$ cat src/logic/stc_consts.svh
// constants for the stepper control register bank
`ifndef STC_CONSTS_SVH
`define STC_CONSTS_SVH
`define STC_ADDR_TORQUE      6'h03
`define STC_ADDR_OUTPUTS     6'h04
`define STC_ADDR_INDEXER     6'h05
`define STC_ADDR_FAULTCTL    6'h06
`define STC_TORQUE_LSB       4
`define STC_SLEW_LSB         0
`define STC_RSVD1_LSB        2
`define STC_TRISTATE_BIT     7
`define STC_RSVD2_LSB        5
`define STC_CHOP_OFF_INTERVAL_LSB         3
`define STC_DECAY_LSB        0
`define STC_DIRREG_BIT       7
`define STC_STEPREG_BIT      6
`define STC_DIRSRC_BIT       5
`define STC_STEPSRC_BIT      4
`define STC_RES_LSB          0
`define STC_OLEN_BIT         3
`define STC_RST_TORQUE       8'h00
`define STC_RST_OUTPUTS      8'h0F
`define STC_RST_INDEXER      8'h00
`define STC_RST_FAULTCTL     8'h00
`define STC_TOFF0_NS         7000
`define STC_TOFF1_NS         16000
`define STC_TOFF2_NS         24000
`define STC_TOFF3_NS         32000
`define STC_CLK_NS           4
`endif

$ cat src/logic/stc_pkg.sv
// types shared by the stepper control register bank
package stc_pkg;
  typedef enum logic [1:0] {STC_SLOW, STC_MIX30, STC_MIX60, STC_FAST} stc_decay_t;
  typedef enum logic [1:0] {STC_FIXED, STC_ADAPT_DYN, STC_ADAPT_RIPPLE} stc_scheme_t;
  typedef enum logic [3:0] {
    STC_FULL100, STC_FULL71, STC_HALF_NC, STC_HALF, STC_QUARTER, STC_EIGHTH, STC_SIXTEENTH,
    STC_1_32, STC_1_64, STC_1_128, STC_1_256, STC_RES_BAD
  } stc_res_t;
  typedef struct packed {
    logic [7:0] torqueCfg;
    logic [7:0] outputsCfg;
    logic [7:0] indexerCfg;
    logic [7:0] faultCtl;
    logic       stepPulse;
    logic [7:0] readData;
  } stc_state_t;
endpackage : stc_pkg

$ cat src/logic/stc_off_timer.sv
// chopping off-interval cycle table
`timescale 1ns/1ps
`include "stc_consts.svh"
module stc_off_timer
  import stc_pkg::*;
(
  input  wire logic        clk,          // core clock
  input  wire logic        rstSyncN,     // synchronised reset
  input  wire logic [1:0]  offSel,       // chopping off-time code
  output logic      [15:0] offCycles     // off interval in clock cycles
);
  typedef struct packed {
    logic [15:0] cycles;
  } stc_tmr_t;
  stc_tmr_t st_reg, st_next;

  localparam logic [15:0] C0 = 16'(`STC_TOFF0_NS / `STC_CLK_NS);
  localparam logic [15:0] C1 = 16'(`STC_TOFF1_NS / `STC_CLK_NS);
  localparam logic [15:0] C2 = 16'(`STC_TOFF2_NS / `STC_CLK_NS);
  localparam logic [15:0] C3 = 16'(`STC_TOFF3_NS / `STC_CLK_NS);

  // table lookup, registered so the chopper sees a clean value
  always_comb begin
    st_next = st_reg;
    unique case (offSel)
      2'h0: st_next.cycles = C0;
      2'h1: st_next.cycles = C1;
      2'h2: st_next.cycles = C2;
      2'h3: st_next.cycles = C3;
    endcase
  end

  always_ff @(posedge clk or negedge rstSyncN) begin
    if (!rstSyncN) begin
      st_reg <= '{cycles: 16'h0FA0};
    end else begin
      st_reg <= st_next;
    end
  end

  assign offCycles = st_reg.cycles;
endmodule : stc_off_timer

$ cat src/logic/stc_regs.sv
// stepper control configuration registers and their decoded controls
`timescale 1ns/1ps
`include "stc_consts.svh"
module stc_regs
  import stc_pkg::*;
#(
  parameter bit RESET_TRISTATE = 1'b0    // variant choice for the float default
) (
  input  wire logic        clk,               // core clock, 250 MHz
  input  wire logic        resetn,            // asynchronous reset, active low
  input  wire logic        regWrite,          // one-cycle write strobe from serial port
  input  wire logic        regRead,           // one-cycle read strobe from serial port
  input  wire logic [5:0]  regAddr,           // register address
  input  wire logic [7:0]  regWdata,          // write data
  output logic      [7:0]  regRdata,          // read data, registered
  input  wire logic        external_hiz_pin,  // external output disable pin
  input  wire logic        stepPin,           // external step input
  input  wire logic        dirPin,            // external direction input
  output logic      [3:0]  torque_scale,      // torque code
  output logic      [7:0]  torquePercentX16,  // full-scale share, units of 1/16
  output logic      [1:0]  slewSel,           // edge speed code
  output logic      [6:0]  slewVoltsPerUs,    // edge speed in V/us
  output logic             outputsHiZ,        // all bridge outputs float
  output logic      [15:0] chop_off_interval, // off interval in cycles
  output stc_decay_t       decayRising,       // decay used while current rises
  output stc_decay_t       decayFalling,      // decay used while current falls
  output stc_scheme_t      decayScheme,       // fixed or adaptive scheme
  output logic             stepAdvance,       // one-cycle indexer advance
  output logic             stepDirPositive,   // selected stepping direction
  output stc_res_t         step_resolution,   // decoded step resolution
  output logic             open_load_check_enable // open-load detection on
);
  logic       rstMeta, rstSyncN;
  stc_state_t st_reg, st_next;
  logic       stepPinDly;

  // two-stage release keeps reset removal clean against the clock
  always_ff @(posedge clk or negedge resetn) begin
    if (!resetn) begin
      rstMeta  <= 1'b0;
      rstSyncN <= 1'b0;
    end else begin
      rstMeta  <= 1'b1;
      rstSyncN <= rstMeta;
    end
  end

  function automatic logic [6:0] slewOf(input logic [1:0] code);
    unique case (code)
      2'h0: slewOf = 7'h0A;
      2'h1: slewOf = 7'h23;
      2'h2: slewOf = 7'h32;
      2'h3: slewOf = 7'h69;
    endcase
  endfunction : slewOf

  function automatic stc_res_t resOf(input logic [3:0] code);
    if (code > 4'hA) resOf = STC_RES_BAD;
    else resOf = stc_res_t'(code);
  endfunction : resOf

  // register writes; step bit is not stored, it becomes a pulse
  always_comb begin
    st_next = st_reg;
    st_next.stepPulse = 1'b0;
    if (regWrite) begin
      unique case (regAddr)
        `STC_ADDR_TORQUE:   st_next.torqueCfg  = regWdata;
        `STC_ADDR_OUTPUTS:  st_next.outputsCfg = regWdata;
        `STC_ADDR_INDEXER: begin
          st_next.indexerCfg = regWdata & ~(8'h01 << `STC_STEPREG_BIT);
          st_next.stepPulse  = regWdata[`STC_STEPREG_BIT];
        end
        `STC_ADDR_FAULTCTL: st_next.faultCtl[`STC_OLEN_BIT] = regWdata[`STC_OLEN_BIT];
        default: ;
      endcase
    end
    if (regRead) begin
      unique case (regAddr)
        `STC_ADDR_TORQUE:   st_next.readData = st_reg.torqueCfg;
        `STC_ADDR_OUTPUTS:  st_next.readData = st_reg.outputsCfg;
        `STC_ADDR_INDEXER:  st_next.readData = st_reg.indexerCfg;
        `STC_ADDR_FAULTCTL: st_next.readData = st_reg.faultCtl;
        default:            st_next.readData = 8'h00;
      endcase
    end
  end

  always_ff @(posedge clk or negedge rstSyncN) begin
    if (!rstSyncN) begin
      st_reg <= '{torqueCfg: `STC_RST_TORQUE,
                  outputsCfg: (RESET_TRISTATE ? 8'h80 : 8'h00) | `STC_RST_OUTPUTS,
                  indexerCfg: `STC_RST_INDEXER, faultCtl: `STC_RST_FAULTCTL,
                  stepPulse: 1'b0, readData: 8'h00};
      stepPinDly <= 1'b0;
    end else begin
      st_reg     <= st_next;
      stepPinDly <= stepPin;
    end
  end

  assign regRdata = st_reg.readData;

  // torque and edge speed
  assign torque_scale     = st_reg.torqueCfg[`STC_TORQUE_LSB +: 4];
  assign torquePercentX16 = 8'h10 - {4'h0, torque_scale};
  assign slewSel          = st_reg.torqueCfg[`STC_SLEW_LSB +: 2];
  assign slewVoltsPerUs   = slewOf(slewSel);

  // either source alone floats the bridge; pin needs no register access
  assign outputsHiZ = st_reg.outputsCfg[`STC_TRISTATE_BIT] | external_hiz_pin;

  stc_off_timer u_off (
    .clk       (clk),
    .rstSyncN  (rstSyncN),
    .offSel    (st_reg.outputsCfg[`STC_CHOP_OFF_INTERVAL_LSB +: 2]),
    .offCycles (chop_off_interval)
  );

  // decay decode
  always_comb begin
    decayRising  = STC_SLOW;
    decayFalling = STC_SLOW;
    decayScheme  = STC_FIXED;
    unique case (st_reg.outputsCfg[`STC_DECAY_LSB +: 3])
      3'h0: decayFalling = STC_SLOW;
      3'h1: decayFalling = STC_MIX30;
      3'h2: decayFalling = STC_MIX60;
      3'h3: decayFalling = STC_FAST;
      3'h4: begin
        decayRising  = STC_MIX30;
        decayFalling = STC_MIX30;
      end
      3'h5: begin
        decayRising  = STC_MIX60;
        decayFalling = STC_MIX60;
      end
      3'h6: decayScheme = STC_ADAPT_DYN;
      3'h7: decayScheme = STC_ADAPT_RIPPLE;
    endcase
  end

  // step and direction source selection; pin step is edge detected
  assign stepAdvance = st_reg.indexerCfg[`STC_STEPSRC_BIT] ? st_reg.stepPulse
                                                           : (stepPin & ~stepPinDly);
  assign stepDirPositive = st_reg.indexerCfg[`STC_DIRSRC_BIT] ?
                           st_reg.indexerCfg[`STC_DIRREG_BIT] : dirPin;
  // full, half and micro step codes decode through one lookup
  assign step_resolution = resOf(st_reg.indexerCfg[`STC_RES_LSB +: 4]);
  assign open_load_check_enable = st_reg.faultCtl[`STC_OLEN_BIT];
endmodule : stc_regs

$ cat config.mk
export PLATFORM = sky130hd
export DESIGN_NAME = stc_regs
export DESIGN_NICKNAME = d
export VERILOG_FILES = /design/src/logic/stc_pkg.sv /design/src/logic/stc_off_timer.sv /design/src/logic/stc_regs.sv
export VERILOG_INCLUDE_DIRS = /design/src /design/src/logic
export SDC_FILE = /design/constraint.sdc
export NUM_CORES = 1
export LEC_CHECK = 0
export BUFFER_PORTS_ARGS = -buffer_cell sky130_fd_sc_hd__buf_2
export CORE_MARGIN = 2
export CORE_UTILIZATION = 45
export DETAILED_ROUTE_END_ITERATION = 8
export GPL_ROUTABILITY_DRIVEN = 0
export PLACE_DENSITY = 0.84
export SYNTH_ARGS = -nofsm -noshare
export SYNTH_HDL_FRONTEND = slang
export SYNTH_SLANG_ARGS = --single-unit
$ cat constraint.sdc
create_clock -name clk -period 1.3 [get_ports clk]
set_input_delay 0.065 -clock clk [delete_from_list [all_inputs] [get_ports clk]]
set_output_delay 0.065 -clock clk [all_outputs]
set_load 0.02 [all_outputs]
Word-level counts from Yosys, hierarchy flattened:

Cells that the tools add are included.

* register bits after elaboration: 52
* memory bits (read-only): 0
* output and inout port bits: 59
* bits in writable memories: 0
* memories: 0
* latch bits: 0
* word-level logic and storage cells: 51
* input port bits: 21

* divide/modulo/power cells: 0
* $lt $le $gt $ge: 1
* mux-type cells: 11
* add/sub/neg operators: 1
* equality and inequality tests: 17
* bitwise logic cells: 3
* shift-type cells: 0
* multiply operators: 0
* reductions and logical operators: 8

Operators by type and width (number)
* $pmux 16 s4: 1
* $pmux 8 s4: 1
* $pmux 7 s4: 1
* $eq 6x3->1 const B: 3
* $eq 3x3->1 const B: 4
* $eq 2x2->1 const B: 4
* $pmux 2 s2: 2
* $reduce_and 2->1: 4
* $eq 3x2->1 const B: 2
* $eq 6x2->1 const B: 1
* $pmux 2 s3: 1
* $sub 5x4->6 const A: 1
* $eq 2x1->1 const B: 2
* $gt 4x4->1 const B: 1
* $logic_not 2->1: 2
* $mux 1: 4
* $mux 4: 1
* $reduce_or 2->1: 2
* $eq 3x1->1 const B: 1
* $and 1x1->1: 1
* $not 1->1: 1
* $or 1x1->1: 1

Logic depth before layout (Yosys ltp):

Gate-level depths: netlist of the first run.

* depth in word-level cells: 3
* gate-level depth with buffers: 5

By module:

Synthesis of the first run repeated with hierarchy kept, for this count alone.

* cell total of the unflattened synthesis: 204
* area total of the unflattened synthesis: 2379.8 µm²

Modules (own cells, without submodules)
* stc_regs: area each 1988.2 µm², cells an instance 172, instances 1
* stc_off_timer: area each 391.6 µm², cells an instance 32, instances 1

Worst setup path before layout of the first run:

OpenSTA, ideal clock, no wires.

* kind: register to output
* start point: register st_reg[27] (netlist bit)
* end point: output port decayFalling[0]
* path buffers: 0
* required time: 1235 ps
* stages on the path, launching flop included: 4
* path slack: -171 ps
* data arrival time: 1406 ps
* cell sequence: dfstp_2 -> inv_1 -> nor3_1 -> a21o_1

* longest elaborated chain between the ends: 3
* elaborated cells on any way between the ends: 8

RTL lines
* start: declaration: RTL line stc_regs.sv:34 `stc_state_t st_reg, st_next;`
* start signal: assignment: RTL line stc_regs.sv:91 `` st_reg <= '{torqueCfg: `STC_RST_TORQUE, ``
* start signal: assignment: RTL line stc_regs.sv:97 `st_reg <= st_next;`
* $eq 3x3->1, or another cell as far along: RTL line stc_regs.sv:125 `` unique case (st_reg.outputsCfg[`STC_DECAY_LSB +: 3]) ``
* $reduce_or 2->1 (no line)
* $pmux 2 s3 *: RTL line stc_regs.sv:125
* end: declaration: RTL line stc_regs.sv:26 `output stc_decay_t decayFalling,`

Every way passes the cells marked *; elsewhere a longest branch is shown, timed or not.

Worst setup path in the final report of the first run:

* start point: register st_reg[25] (netlist bit)
* end point: output port decayFalling[1]

Same word-level chain as after synthesis.

==> results of run 1 <==
[stage by stage]
| stage | setup slack, ps | total power, mW | hold slack [ps] |
|---|---|---|---|
| 6_report | -117 | 4.03 | 23.4 |
| 3_5_place_dp | -78.6 | 2.66 | -149 |
| 5_1_grt | -161 | 4.20 | 16.0 |
| 4_1_cts | -77.7 | 3.86 | 12.4 |
| 3_3_place_gp | -46.9 | 2.63 | -150 |
| 2_1_floorplan | 26.1 | 2.40 | -231 |
[report_power, final]
group	switching, mW	internal, mW
Combinational	0.694	0.601
Sequential	0.149	1.56
Clock	0.459	0.568
[kinds of logic (layout without fill, tap and decap cells)]
logic type	Yosys count	after routing	share of synthesized area, %
simple gates	43	43	12.0
fa+ha+maj	11	11	5.93
buf+inv	48	114	13.2
flops	44	44	47.9
compound gates	22	22	7.33
other cells	2	12	0.324
mux	26	26	12.6
xor+xnor	2	2	0.755
[how the worst min path moves through the flow]
stage	startpoint	to	slack, ps	depth (start not counted)
4_1_cts	regWdata[6]	st_reg[8]	10	2
6_report	regWdata[6]	st_reg[8]	20	2
2_1_floorplan	resetn	rstMeta	-230	0
3_3_place_gp	resetn	rstMeta	-150	1
5_1_grt	regWdata[6]	st_reg[8]	20	2
3_5_place_dp	resetn	rstMeta	-150	1
[area by class of cell]
type	instances	area [um^2]	share of cell area, %
multi-input cells	116	1090	35.4
flip-flops and latches	44	1120	36.4
clock inverters	3	42.5	1.38
inverters	14	55.1	1.79
well taps	70	87.6	2.85
repair buffers	92	614	20.0
clock buffers	5	68.8	2.24
[cell usage after synthesis, drive strengths merged]
library cell	n
a22oi	6
xnor2	2
clkbuf	2
or2	4
inv	14
a21o	4
nor4b	1
a32oi	1
conb	2
and4b	2
and2	1
ha	11
nand2b	7
o221ai	6
nor2	5
nand2	10
nor3b	3
dfrtp	36
nor2b	3
nand4b	1
buf	32
o22ai	2
o21ai	1
a211oi	1
dfstp	8
nor3	3
and3	3
o2111ai	1
mux2	26
[metal layers]
layer | global-route usage, % | share of wire [%] | vias to the layer above
met2 | 29.8 | 49 | 73
met3 | 6.22 | 7.2 | 12
met5 | 0 | 0 | -
met4 | 6.82 | 2.6 | 0
li1 | - | - | 789
met1 | 21.8 | 41 | 843
[what timing repair did]
item | CTS | global route
hold endpoints to repair | 3 | 0
gates cloned | 0 | 0
endpoints found under the setup margin | 14 | 15
pin swaps | 4 | 7
hold buffers | 2 | 0
resized for setup | 32 | 30
buffers inserted | 8 | 4
==> impl_metrics.csv, run 1 <==
group,metric,value,unit
yosys,synth-seq-cells,44,
yosys,synth_area,2320,um^2
sta,timing.final.ws_setup,-117,ps
global_route,grt_util_all_layers,18.0,%
pwr,leakagePower,1.52,nW
yosys,syn_avg_cell_area,11.7,um^2
critical_path,endpoint,"decayFalling[1]",
placement,hpwl,3490,um
yosys,seq_area_frac_synth,47.9,%
final_layout,nets,305,
yosys,yosys_warnings,0,
critical_path,ff2ff_setup_slack,50,ps
floorplanning,fp-row-count,26,
final_layout,fin_area,3070,um^2
floorplanning,die_y,75.8,um
pwr,powerDensity,1310,nW/um^2
sta,setup_violations,11,
global_route,grt_max_degree,43,
global_route,grt_pass1_wl,7530,um
yosys,synth.distinct_cells,34,
floorplanning,initial_utilization,46.0,%
critical_path,critPathLaunch,"st_reg[25]",
final_layout,final_cell_mix,"54 x buf_2, 30 x dfrtp_1, 26 x mux2_2",
critical_path,r2r-end,"u_off.offCycles[4]",
floorplanning,io_pins,80,
sta,fin_skew,6.21,ps
critical_path,critical_path_buf_inv_count,1,
run,drv_cap,0,
detailed_routing,drc_errors,0,
critical_path,cp_top_family,"flip-flops",
detailed_routing,wl_per_cell,15.7,um
yosys,synth_top_cells_by_area,"dfrtp_1 39%, mux2_2 13%, dfstp_2 9.1%",
clock_tree,clk_latency,300,ps
sta,rsz0062_at_grt,"yes",
clock_tree,cts_buffers,5,
clock_tree,tritoncts,"yes",
critical_path,critical-path-max-stage-delay,580,ps
hold_path,min_path_type,"in2reg",
yosys,synthCells,198,
final_layout,largest_reg_flops,18,
clock_tree,cts_max_level,2,
sta,period_share,109,%
final_layout,final_util,61.0,%
critical_path,start_kind,"register",
sta,hold_violations,0,
clock_tree,clk_path_buf_depth,2,
critical_path,cp.depth,4,
floorplanning,die_x,75.8,um
placement,io_buffers,68,
final_layout,final_cells,344,
critical_path,cp.arrival,1350,ps
critical_path,path_cells,"nand2_1, nor2_2, a21o_1, buf_6",
critical_path,worst_path_max_delay_cell,"dfstp_2",
clock_tree,cts_root_buf,"clkbuf_8",
detailed_routing,wl,5410,um
global_route,grt_antenna_before_repair,0,
final_layout,final_common_cell,"buf_2",
sta,period_needed,1420,ps
final_layout,area.growth.synth_to_final,32.5,%
pwr,peakVddDrop,911,uV
yosys,synth_top_area_share,38.8,%
yosys,synth_area_leader_cell,"dfrtp_1",
detailed_routing,dr.pass1.iters,4,
critical_path,crit_required,1240,ps
global_route,globalRouteOverflowTotal,0,
global_route,grt_pass1_vias,1553,
placement,place_area,2630,um^2
critical_path,r2r_start,"st_reg[28]",
detailed_routing,vias,1717,
status,status,"finished, violations left",
detailed_routing,route.antenna.remaining_nets,0,
final_layout,fillers,386,
critical_path,ff2ff_path_depth,3,
clock_tree,cts.sinks,44,
critical_path,end_kind,"primary output",
detailed_routing,vias_per_cell,4.99,
critical_path,worstPathMaxFanout,4,
sta,fmax,0.706,GHz
final_layout,post_route_cells_drive_above_1_share,61.7,%
sta,slew_viol_final,0,
status,violations,"negative setup slack",
sta,fin_tns_setup,-581,ps
final_layout,diodes,0,
floorplanning,core_area,5040,um^2
placement,dp_cells,322,
clock_tree,path_clk_slew,80,ps
floorplanning,die_area,5750,um^2
detailed_routing,drtIter0Drc,69,
critical_path,path_class,"reg2out",
(Power assumes the default switching activity.)
==> run 2: changes to the inputs <==
REMOVE_ABC_BUFFERS = 1   (was unset)
==> impl_metrics.csv, run 2 (same netlist as run 1, synthesis figures left out) <==
group,metric,value,unit
status,status,"finished, violations left",
status,violations,"negative setup slack",
sta,rsz0062_at_grt,"yes",
critical_path,worstPathMaxFanout,4,
detailed_routing,vias_per_cell,5.08,
detailed_routing,drc_errors,0,
critical_path,cp.arrival,1330,ps
final_layout,multi_input_comb_area,1050,um^2
critical_path,cp_top_family,"flip-flops",
sta,slew_viol_final,0,
placement,hpwl,3710,um
final_layout,final_util,61.0,%
detailed_routing,vias,1736,
critical_path,worst_path_max_delay_cell,"dfstp_2",
sta,setup_violations,11,
pwr,peakVddDrop,1190,uV
placement,io_buffers,68,
detailed_routing,wl_per_cell,16.5,um
placement,place_area,2620,um^2
detailed_routing,route.antenna.remaining_nets,0,
detailed_routing,wl,5650,um
critical_path,endpoint,"decayFalling[0]",
detailed_routing,dr.pass1.iters,4,
floorplanning,fp-row-count,26,
clock_tree,cts_root_buf,"clkbuf_8",
sta,fin_skew,14.7,ps
floorplanning,die_area,5750,um^2
final_layout,final_common_cell,"buf_2",
clock_tree,cts_max_level,2,
pwr,powerDensity,1430,nW/um^2
sta,hold_violations,0,
pwr,leakagePower,1.53,nW
floorplanning,io_pins,80,
clock_tree,clk_path_buf_depth,2,
floorplanning,die_x,75.8,um
global_route,globalRouteOverflowTotal,0,
critical_path,ff2ff_setup_slack,60,ps
hold_path,min_path_type,"in2reg",
clock_tree,cts.sinks,44,
critical_path,path_cells,"inv_2, nor3_2, a21o_1, buf_6",
final_layout,area.growth.synth_to_final,32.5,%
final_layout,diodes,0,
floorplanning,die_y,75.8,um
global_route,grt_pass1_wl,8550,um
clock_tree,clk_latency,310,ps
global_route,grt_antenna_before_repair,0,
critical_path,start_kind,"register",
clock_tree,tritoncts,"yes",
clock_tree,cts_buffers,5,
critical_path,r2r_start,"st_reg[28]",
global_route,grt_pass1_vias,1745,
floorplanning,core_area,5040,um^2
critical_path,r2r-end,"u_off.offCycles[12]",
critical_path,critPathLaunch,"st_reg[27]",
critical_path,crit_required,1240,ps
critical_path,ff2ff_path_depth,3,
sta,period_needed,1390,ps
critical_path,path_class,"reg2out",
final_layout,largest_reg_flops,18,
global_route,grt_max_degree,43,
global_route,grt_util_all_layers,20.9,%
clock_tree,path_clk_slew,90,ps
critical_path,cp.depth,4,
final_layout,seq_area,1120,um^2
sta,period_share,107,%
final_layout,fin_area,3070,um^2
final_layout,final_cell_mix,"53 x buf_2, 31 x dfrtp_1, 26 x mux2_2",
sta,timing.final.ws_setup,-93.1,ps
sta,fmax,0.718,GHz
critical_path,end_kind,"primary output",
detailed_routing,drtIter0Drc,101,
critical_path,critical-path-max-stage-delay,580,ps
final_layout,nets,303,
run,drv_cap,0,
floorplanning,initial_utilization,46.0,%
placement,preCtsSetupSlack,-115,ps
final_layout,post_route_cells_drive_above_1_share,60.7,%
critical_path,critical_path_buf_inv_count,2,
final_layout,fillers,375,
-- run 2: area by class of cell --
| cell class | count | share of cell area (%) |
|---|---|---|
| Clock buffer | 5 | 2.24 |
| Multi-Input combinational cell | 116 | 34.3 |
| Clock inverter | 3 | 2.93 |
| Inverter | 14 | 1.87 |
| Timing Repair Buffer | 90 | 19.5 |
| Sequential cell | 44 | 36.3 |
| Tap cell | 70 | 2.85 |
-- run 2: through the flow --
step	hold slack, ps	std cells	total power, mW	TNS [ps]
floorplan	-231	174	2.30	-336
global placement	-151	322	2.63	-809
detailed placement	-146	322	2.67	-1320
CTS	3.10	342	4.25	-370
global route	6.81	342	4.56	-1160
finish	11.6	342	4.38	-491
-- run 2: worst register-to-register path: stages (launching register included) --
cell     delay, ps
dfstp_2        560
inv_1           60
ha_1           200
or2_2          300
-- run 2: what timing repair did --
item	in CTS	in global routing
buffers inserted	10	0
hold buffers	2	0
endpoints found under the hold margin	3	0
pin swaps	5	7
endpoints found under the setup margin	14	17
gates resized for setup	26	34
-- run 2: how the worst min path moves through the flow --
stage | from | end | slack (ps) | cells past startpoint
floorplan | resetn | rstMeta | -230 | 0
global placement | resetn | rstMeta | -150 | 1
detailed placement | resetn | rstMeta | -150 | 1
CTS | regWdata[6] | torque_scale[2] | 3 | 2
global route | regWdata[1] | st_reg[18] | 7 | 2
finish | regWdata[6] | torque_scale[2] | 10 | 2
-- run 2: per-layer routing --
layer,wire [um],vias to the layer above,share of wire [%],GRT usage (%)
li1,-,785,-,-
met1,2170,872,38,24.1
met2,2960,65,52,35.4
met3,356,14,6.3,5.82
met4,173,0,3.1,10.5
met5,0,-,0,0
-- run 2: where the power goes --
| group | leakage, nW | internal (mW) | switching [mW] | total (mW) |
|---|---|---|---|---|
| Sequential | 0.547 | 1.55 | 0.143 | 1.70 |
| Clock | 0.0784 | 0.961 | 0.483 | 1.44 |
| Combinational | 0.902 | 0.571 | 0.669 | 1.24 |
| Total | 1.53 | 3.09 | 1.30 | 4.38 |
